### src/irq_flag_pkg.sv
// Purpose: constants and carriers for the interrupt flag status bank
// Assumes: 32-bit ahb-lite data, one register per aligned word
// Notes:   flag registers are 16 bits wide, upper bits read as zero
package irq_flag_pkg;

  localparam int          FLAG_W = 16;
  localparam int          ADDR_W = 8;

  // register byte addresses
  localparam logic [7:0]  OFS_FLAGS_0  = 8'h00;
  localparam logic [7:0]  OFS_FLAGS_1  = 8'h04;
  localparam logic [7:0]  OFS_FLAGS_2  = 8'h08;
  localparam logic [7:0]  OFS_ENABLE_0 = 8'h0c;
  localparam logic [7:0]  OFS_ENABLE_1 = 8'h10;
  localparam logic [7:0]  OFS_ENABLE_2 = 8'h14;
  localparam logic [7:0]  OFS_EVT_STAT = 8'h18;
  localparam logic [7:0]  OFS_EVT_MASK = 8'h1c;

  // implemented-bit masks; zero bits are unimplemented
  localparam logic [15:0] IMPL_FLAGS_0 = 16'h000f;
  localparam logic [15:0] IMPL_FLAGS_1 = 16'hfffb;
  localparam logic [15:0] IMPL_FLAGS_2 = 16'hdfff;

  // reset values
  localparam logic [15:0] FLAGS_RST    = 16'h0000;
  localparam logic [15:0] ENABLE_RST   = 16'h0000;
  localparam logic [2:0]  EVT_RST      = 3'h0;

  // ahb encodings
  localparam logic [1:0]  HTRANS_NONSEQ = 2'h2;
  localparam logic [1:0]  HTRANS_SEQ    = 2'h3;
  localparam logic [2:0]  HSIZE_WORD    = 3'h2;

  // first flag register: source event pulses, bit 3 down to 0
  typedef struct packed {
    logic timer1_req_flag;
    logic compare1_req_flag;
    logic capture1_req_flag;
    logic ext_pin0_req_flag;
  } src0_t;

  // second flag register, bit 15 down to 0 except unimplemented bit 2
  typedef struct packed {
    logic serial2_tx_req_flag;
    logic serial2_rx_req_flag;
    logic ext_pin2_req_flag;
    logic timer5_req_flag;
    logic timer4_req_flag;
    logic compare4_req_flag;
    logic compare3_req_flag;
    logic dma_ch2_done_flag;
    logic capture8_req_flag;
    logic capture7_req_flag;
    logic adc2_done_flag;
    logic ext_pin1_req_flag;
    logic pin_change_req_flag;
    logic i2c1_master_req_flag;
    logic i2c1_slave_req_flag;
  } src1_t;

  // third flag register, bit 15 down to 0 except unimplemented bit 13
  typedef struct packed {
    logic timer6_req_flag;
    logic dma_ch4_done_flag;
    logic compare8_req_flag;
    logic compare7_req_flag;
    logic compare6_req_flag;
    logic compare5_req_flag;
    logic capture6_req_flag;
    logic capture5_req_flag;
    logic capture4_req_flag;
    logic capture3_req_flag;
    logic dma_ch3_done_flag;
    logic can1_event_req_flag;
    logic can1_rx_ready_flag;
    logic spi2_event_req_flag;
    logic spi2_error_req_flag;
  } src2_t;

  // all event pulses together
  typedef struct packed {
    src2_t s2;
    src1_t s1;
    src0_t s0;
  } src_evt_t;

endpackage : irq_flag_pkg

### src/irq_flag_bank.sv
// Purpose: interrupt request flag bank with ahb-lite register access
// Assumes: single word transfers, source pulses on hclk, one cycle wide
// Notes:   zero wait state slave, always OKAY
// Function
// - a flag reads 1 after its source requested, 0 while nothing pending
// - all implemented flag bits are software read/write and reset to 0
// - bit 2 of second and bit 13 of third register read 0, ignore writes
// - first register bits 3..0: timer1, compare1, capture1, external pin 0
// - second register bits 15..8: serial2 tx/rx, pin2, timer5/4, cmp4/3, dma2
// - second register bits 7..3: capture8/7, adc2, pin1, change; bits 1,0 i2c1
// - third register bit 15 timer6, 14 dma4, 12..9 compare8..5, 8 capture6
// - third register bits 7..4: capture5, capture4, capture3, dma channel 3
// - third register bits 3..0: can1 event, can1 rx ready, spi2 event, error
`timescale 1ns/10ps
module irq_flag_bank
  import irq_flag_pkg::*;
(
  input  wire logic                hclk,        // system clock
  input  wire logic                hresetn,     // async reset, active low
  input  wire logic                hsel,        // slave select
  input  wire logic [ADDR_W-1:0]   haddr,       // byte address
  input  wire logic [1:0]          htrans,      // transfer type
  input  wire logic                hwrite,      // write when high
  input  wire logic [2:0]          hsize,       // transfer size
  input  wire logic                hready,      // bus ready in
  input  wire logic [31:0]         hwdata,      // write data
  output logic      [31:0]         hrdata,      // read data
  output logic                     hreadyout,   // slave ready
  output logic                     hresp,       // response, always okay
  input  wire irq_flag_pkg::src_evt_t src_evt,  // one-cycle source pulses
  output logic      [2:0]          cpu_req,     // enabled request per register
  output logic                     irq          // summary interrupt level
);

  // bit position of each source pulse inside its flag register, skipping the hole
  function automatic logic [15:0] expand1(input src1_t s);
    expand1 = {s[14:2], 1'b0, s[1:0]};
  endfunction : expand1

  function automatic logic [15:0] expand2(input src2_t s);
    expand2 = {s[14:13], 1'b0, s[12:0]};
  endfunction : expand2

  logic [15:0] flags_r   [3];
  logic [15:0] enable_r  [3];
  logic [15:0] set_vec   [3];
  logic [15:0] impl      [3];
  logic [2:0]  evt_stat_r;
  logic [2:0]  evt_mask_r;
  logic [2:0]  req_now;
  logic [2:0]  req_prev_r;

  // address phase capture
  logic              wr_pend_r;
  logic [ADDR_W-1:0] wr_addr_r;
  logic              rd_go;
  logic              wr_go;

  // hardware set vectors, one per register, mapped to documented bits
  assign set_vec[0] = {12'h000, src_evt.s0};
  assign set_vec[1] = expand1(src_evt.s1);
  assign set_vec[2] = expand2(src_evt.s2);
  assign impl[0]    = IMPL_FLAGS_0;
  assign impl[1]    = IMPL_FLAGS_1;
  assign impl[2]    = IMPL_FLAGS_2;

  // word-sized transfers only are acted on; others complete silently
  assign rd_go = hsel && hready && (htrans == HTRANS_NONSEQ || htrans == HTRANS_SEQ)
                 && !hwrite && (hsize == HSIZE_WORD);
  assign wr_go = hsel && hready && (htrans == HTRANS_NONSEQ || htrans == HTRANS_SEQ)
                 && hwrite && (hsize == HSIZE_WORD);

  // zero wait state slave
  assign hreadyout = 1'b1;
  assign hresp     = 1'b0;

  // write address held into the data phase
  always_ff @(posedge hclk or negedge hresetn)
  begin
    if (!hresetn)
    begin
      wr_pend_r <= 1'b0;
      wr_addr_r <= '0;
    end
    else if (hready)
    begin
      wr_pend_r <= wr_go;
      wr_addr_r <= haddr;
    end
  end

  // flag storage, set by pulses or a written 1, cleared by a written 0
  generate
    for (genvar g = 0; g < 3; g++)
    begin : g_flag
      logic        hit;
      logic [15:0] nxt;
      always_comb
      begin
        hit = wr_pend_r && (wr_addr_r == OFS_FLAGS_0 + 8'(4 * g));
        nxt = flags_r[g];
        if (hit)
          nxt = hwdata[15:0];
        nxt = (nxt | set_vec[g]) & impl[g];
      end

      always_ff @(posedge hclk or negedge hresetn)
      begin
        if (!hresetn)
          flags_r[g] <= FLAGS_RST;
        else
          flags_r[g] <= nxt;
      end

      always_ff @(posedge hclk or negedge hresetn)
      begin
        if (!hresetn)
          enable_r[g] <= ENABLE_RST;
        else if (wr_pend_r && (wr_addr_r == OFS_ENABLE_0 + 8'(4 * g)))
          enable_r[g] <= hwdata[15:0] & impl[g];
      end

      // a request only reaches the processor when enabled
      assign req_now[g] = |(flags_r[g] & enable_r[g]);
    end
  endgenerate

  assign cpu_req = req_now;

  // rising edge of each register's request feeds the sticky event status
  always_ff @(posedge hclk or negedge hresetn)
  begin
    if (!hresetn)
      req_prev_r <= EVT_RST;
    else
      req_prev_r <= req_now;
  end

  // status read clears; a new event in the same cycle wins
  always_ff @(posedge hclk or negedge hresetn)
  begin
    if (!hresetn)
      evt_stat_r <= EVT_RST;
    else
    begin
      if (rd_go && haddr == OFS_EVT_STAT)
        evt_stat_r <= req_now & ~req_prev_r;
      else
        evt_stat_r <= evt_stat_r | (req_now & ~req_prev_r);
    end
  end

  always_ff @(posedge hclk or negedge hresetn)
  begin
    if (!hresetn)
      evt_mask_r <= EVT_RST;
    else if (wr_pend_r && wr_addr_r == OFS_EVT_MASK)
      evt_mask_r <= hwdata[2:0];
  end

  assign irq = |(evt_stat_r & evt_mask_r);

  // read data registered from the address phase; unmapped reads zero
  always_ff @(posedge hclk or negedge hresetn)
  begin
    if (!hresetn)
      hrdata <= '0;
    else if (rd_go)
    begin
      case (haddr)
        OFS_FLAGS_0:  hrdata <= {16'h0000, flags_r[0]};
        OFS_FLAGS_1:  hrdata <= {16'h0000, flags_r[1]};
        OFS_FLAGS_2:  hrdata <= {16'h0000, flags_r[2]};
        OFS_ENABLE_0: hrdata <= {16'h0000, enable_r[0]};
        OFS_ENABLE_1: hrdata <= {16'h0000, enable_r[1]};
        OFS_ENABLE_2: hrdata <= {16'h0000, enable_r[2]};
        OFS_EVT_STAT: hrdata <= {29'h0, evt_stat_r};
        OFS_EVT_MASK: hrdata <= {29'h0, evt_mask_r};
        default:      hrdata <= '0;
      endcase
    end
  end

endmodule : irq_flag_bank

### config.mk
export PLATFORM = sky130hd
export DESIGN_NAME = irq_flag_bank
export DESIGN_NICKNAME = d
export VERILOG_FILES = /design/src/irq_flag_pkg.sv /design/src/irq_flag_bank.sv
export SDC_FILE = /design/constraint.sdc
export NUM_CORES = 1
export LEC_CHECK = 0
export BUFFER_PORTS_ARGS = -buffer_cell sky130_fd_sc_hd__buf_4
export CAP_MARGIN = 20
export CORE_MARGIN = 2
export CORE_UTILIZATION = 27
export CTS_CLUSTER_DIAMETER = 80
export CTS_CLUSTER_SIZE = 40
export DETAILED_ROUTE_END_ITERATION = 8
export PLACE_DENSITY_LB_ADDON = 0.3
export SYNTH_ARGS = -nofsm -noshare
export SYNTH_HDL_FRONTEND = slang
export SYNTH_SLANG_ARGS = --single-unit
### constraint.sdc
create_clock -name hclk -period 2.65 [get_ports hclk]
set_clock_uncertainty 0.2 [all_clocks]
set_input_delay 0 -clock hclk [delete_from_list [all_inputs] [get_ports hclk]]
set_output_delay 0 -clock hclk [all_outputs]
set_load 0.01 [all_outputs]
# == Word level (Yosys, flattened, before mapping) ==
# Cells that the tools add are included.
# classes
eq_ne,16
n_addsub,0
div_mod_pow,0
order_cmp,0
shifts,0
mul,0
muxes,5
n_reduce_logical,22
bitwise_logic,10
# ops
cell,count
$pmux 16 s8,1
$eq 8x5->1 const B,7
$reduce_or 16->1,3
$and 16x16->16,2
$eq 8x4->1 const B,4
$mux 16,2
$or 16x16->16,2
$eq 8x3->1 const B,2
$logic_not 8->1,2
$logic_and 1x1->1,14
$and 3x3->3,2
$and 4x4->4,1
$eq 2x2->1 const B,2
$mux 4,1
$or 4x4->4,1
$eq 3x2->1 const B,1
$mux 3,1
$not 3->3,1
$or 3x3->3,1
$reduce_or 3->1,1
$logic_not 1->1,1
$logic_or 1x1->1,1
# word_totals
mem_bits_rw,0
reg_bits,118
latchBits,0
inputBits,84
n_memories,0
word_cells,65
romBits,0

# == Longest topological paths before layout ==
# logic_depth
depth_word,7
depth_mapped,6
mapped_depth_nobuf,4

# == Worst setup path before layout ==
# Ideal clock, no wire load.
# synth_path
path_type,register -> register
from,register wr_addr_r[1]
to,register enable_r[10] (netlist bit)
path_stages_with_launch,7
n_path_buf,2
slack_ns,0.491
setup_ns,0.127
t_arrival_ns,1.832
path_cell_list,dfrtp_1 -> or4b_4 -> nor3_4 -> and3_1 -> buf_4 -> buf_8 -> mux2_1
# synth_via
elab_chain_len,2
# synth_rtl
element,line_no,source
from (decl),irq_flag_bank.sv:55,logic [ADDR_W-1:0] wr_addr_r;
from (signal assigned),irq_flag_bank.sv:88,wr_addr_r <= haddr;
$eq 8x5->1,irq_flag_bank.sv:119,else if (wr_pend_r && (wr_addr_r == OFS_ENABLE_0 + 8'(4 * g)))
$logic_and 1x1->1,irq_flag_bank.sv:119,
"to (signal, indexed assignment)",irq_flag_bank.sv:120,enable_r[g] <= hwdata[15:0] & impl[g];
to (decl),irq_flag_bank.sv:45,logic [15:0] enable_r [3];
# No other way between the ends.
# A chain may end at the register's enable or synchronous reset.

# == Worst setup path after layout ==
# layout_path
from,register wr_addr_r[1]
to,register flags_r[35] (netlist bit)
# layout_via
elab_chain_len,4
# layout_rtl
element,line_no,source
$logic_not 8->1,irq_flag_bank.sv:100,hit = wr_pend_r && (wr_addr_r == OFS_FLAGS_0 + 8'(4 * g));
$logic_and 1x1->1,irq_flag_bank.sv:100,
$mux 4,irq_flag_bank.sv:102,if (hit)
$or 4x4->4,irq_flag_bank.sv:104,nxt = (nxt | set_vec[g]) & impl[g];
named net g_flag[0].nxt[3],irq_flag_bank.sv:97,logic [15:0] nxt;
"to (signal, indexed assignment)",irq_flag_bank.sv:112,flags_r[g] <= nxt;
to (decl),irq_flag_bank.sv:44,logic [15:0] flags_r [3];
# The timed path passes the listed nets, and every way through them passes these cells.

==> results by group <==
Run status
  • Outcome: finished, final reports clean

Cells and area
  • Final Util: 39.1%
  • Ant. Diodes: 0
  • Post-Layout Cell Count: 833
  • Commonest non-fill, non-tap cell in the layout: dfrtp_1
  • Fillers: 1,677
  • Fraction of layout cells with a size suffix above 1: 25.8%
  • Layout Nets: 684
  • Register area: 2550 µm²
  • Most frequent cells in the layout: dfrtp_1 (102), dlygate4sd3_1 (92), buf_4 (92)
  • Area of the multi-input gates: 2130 µm²
  • Synthesis-to-finish area growth: 42.9%
  • Finished Cell Area: 6980 µm²

Timing
  • Final worst slack: 0.0842 ns
  • Slew Viols, Final: 0
  • Final period util: 96.8%
  • Max_slew headroom: 44.3%
  • Fmax: 390 MHz
  • Slew @ Worst Pin: 0.828 ns
  • Final Hold Vio Count: 0
  • Final period demand of the worst path: 2.57 ns
  • Post-route setup TNS: 0 ns
  • Final setup viols: 0
  • RSZ-0062 raised after global routing: no

Floorplanning
  • Initial Util: 27.4%
  • Die Y: 138 µm
  • Die ar.: 19,200 µm²
  • Rows: 49
  • Io pins: 122
  • Die W: 138 µm
  • Core area: 17,800 µm²

Power and ir drop
  • Leak: 3.06 nW
  • Cell internal pwr: 2.56 mW
  • Clock share of power: 39.5%
  • Part of the power in registers: 48.2%
  • Power per Cell Area: 481 nW/µm²
  • Gate power share: 12.4%
  • P_sw: 790 µW
  • Switch share: 23.6%
  • Maximum vdd drop: 0.000280 V

Clock tree
  • Clk Latency, worst-skew pair: 0.35 ns
  • Num CTS Buffers: 9
  • CTS tree: built
  • Max Root-Sink Buffers: 2
  • Clk sinks: 102
  • H-tree levels: 3
  • Clock slew at reported path FFs: 0.06 ns
  • Root Buffer: clkbuf_16

Global routing
  • Antenna violations before repair: 0
  • Vias in the first global route: 4,270
  • Grt total ovfl: 0
  • Pin count of the biggest net entering global routing: 53
  • First-pass GRT wire length: 24.0 mm
  • Global Route Usage Sum: 16.0%

Critical path
  • CP Class: flop to flop
  • CP Capture Type: flop
  • Worst-path fanout max: 5
  • WP data required: 2.68 ns
  • Startpoint Class: flop
  • CP arrival: 2.60 ns

Placed design
  • Post-place setup slack: 0.454 ns
  • Post-DP Area: 5730 µm²
  • Buffers on Ports: 86
  • Detailed placement HPWL: 10.4 mm
  • DP Cell Count: 724
  • GPL Wtd Cong: 0.816

Detailed routing
  • Wl on met1: 7.18 mm
  • WL met3: 702 µm
  • Via/cell ratio: 5.01
  • Post-DR wirelength/cell: 18.4 µm
  • Routed wl met2: 7.04 mm
  • DR pass1 iterations: 5
  • DR top layer: met4
  • Drt total wl: 15.3 mm
  • Residual DRC count: 0
  • Vias post-DR: 4,171
  • Routed Antenna Nets: 0
  • DRT iter0 DRCs: 355

Logic synthesis
  • Avg Synthesized Cell Area: 11.5 µm²
  • Unique masters post-synth: 45
  • Synth Area in Compound Gates: 13.4%
  • Ys Warns: 0
  • Largest family of logic cells by synthesized area: multiplexers
  • Post-Synth Adder-Cell Area: 0%
  • Flip-flop and latch count after synthesis: 102
  • Post-synthesis mux area share: 16.0%
  • Cell Area, Synth: 4880 µm²
  • Seq/Total Area, Yosys: 52.3%
  • Simple-Gate Fraction of Synth Area: 12.4%
  • Mapped Cells: 423
  • XOR/XNOR Fraction of Synth Area: 0%

Flow run
  • Maxcap violations: 0

Worst hold path
  • Min-delay worst type: input pin to flop
## per-layer routing
metal  vias up  track usage, %
li1       1899               -
met1      2100            22.0
met2       149            25.6
met3        23            2.25
met4         0            6.28
met5         -               0
## power groups by stage
stage | Sequential [mW] | Clock (mW) | Combinational, mW
after floorplan | 1.64 | 0 | 0.151
after global routing | 1.62 | 1.41 | 0.452
final | 1.62 | 1.32 | 0.415
after CTS | 1.61 | 1.35 | 0.412
after global placement | 1.64 | 0 | 0.311
after detailed placement | 1.64 | 0 | 0.315
## registers in the layout, indices dropped and copies added, names as in the netlist
signal / flops
wr_addr_r: 8
flags_r: 34
evt_mask_r: 3
enable_r: 34
hrdata: 16
req_prev_r: 3
wr_pend_r: 1
evt_stat_r: 3
## final timing paths
kind                                          startpoint                        to  slack (ns)  cells after the start
worst max-delay path            wr_addr_r[1]$_DFFE_PN0P_     flags_r[35]$_DFF_PN0_        0.08                      6
worst min-delay path                            haddr[2]  wr_addr_r[2]$_DFFE_PN0P_        0.01                      2
worst max register to register  wr_addr_r[1]$_DFFE_PN0P_     flags_r[35]$_DFF_PN0_        0.08                      6
min in group asynchronous                        hresetn     flags_r[27]$_DFF_PN0_        0.04                      2
worst min register to register    hrdata[13]$_DFFE_PN0P_    hrdata[13]$_DFFE_PN0P_        0.31                      1
max in group asynchronous                        hresetn     flags_r[34]$_DFF_PN0_        1.47                      3
## final cells by class
class | count | area share [%]
Multi-Input combinational cell | 292 | 30.5
Sequential cell | 102 | 36.6
Inverter | 6 | 0.323
Tap cell | 229 | 4.11
Clock buffer | 12 | 3.53
Clock inverter | 3 | 0.646
Timing Repair Buffer | 189 | 24.3
## cells by family (layout without fill, tap and decap cells)
| group | after synthesis | after routing |
|---|---|---|
| compound gates | 94 | 94 |
| buf+inv | 45 | 210 |
| flops | 102 | 102 |
| mux | 65 | 65 |
| other cells | 2 | 18 |
| simple gates | 115 | 115 |
## metrics by stage
stage / power [mW] / hold slack [ns]
floorplan: 1.79 / -0.496
global placement: 1.95 / -0.121
detailed placement: 1.96 / -0.119
CTS: 3.38 / 0.0100
global route: 3.48 / 0.0309
finish: 3.35 / 0.0118
## repair_timing
item | in CTS | in global routing
setup endpoints to repair | 0 | 8
endpoints found under the hold margin | 141 | 0
hold buffers | 92 | 0
resized for setup | 0 | 5
setup buffers | 0 | 1
## critical path, stage by stage (launching register included)
cell and delay (ns):
dfrtp_1 0.39, or4b_4 0.58, nor3_4 0.16, buf_4 0.17, nand2_2 0.08, a211o_1 0.31
dlygate4sd3_1 0.56
## Yosys cell counts (all sizes together)
library cell | number | area [µm²]
a211o | 4 | 35.0
a21o | 1 | 7.51
a21oi | 26 | 130
a221oi | 3 | 26.3
a222oi | 3 | 30.0
a22o | 14 | 123
a22oi | 29 | 218
a31oi | 1 | 6.26
and3 | 8 | 50.1
and3b | 1 | 8.76
and4 | 1 | 8.76
and4b | 1 | 10.0
buf | 30 | 223
clkbuf | 9 | 33.8
conb | 2 | 7.51
dfrtp | 102 | 2550
inv | 6 | 22.5
mux2 | 55 | 619
mux2i | 5 | 50.1
mux4 | 5 | 113
nand2 | 22 | 82.6
nand2b | 5 | 31.3
nand3 | 1 | 5.00
nand4 | 3 | 18.8
nand4b | 1 | 8.76
nor2 | 25 | 93.8
nor2b | 7 | 43.8
nor3 | 30 | 161
nor3b | 1 | 7.51
nor4 | 3 | 25.0
nor4b | 1 | 8.76
nor4bb | 1 | 10.0
o21ai | 6 | 30.0
o22ai | 5 | 31.3
o32ai | 2 | 17.5
or2 | 1 | 6.26
or3 | 2 | 12.5
or4b | 1 | 13.8
No activity file was read; power rests on OpenSTA's default activity.
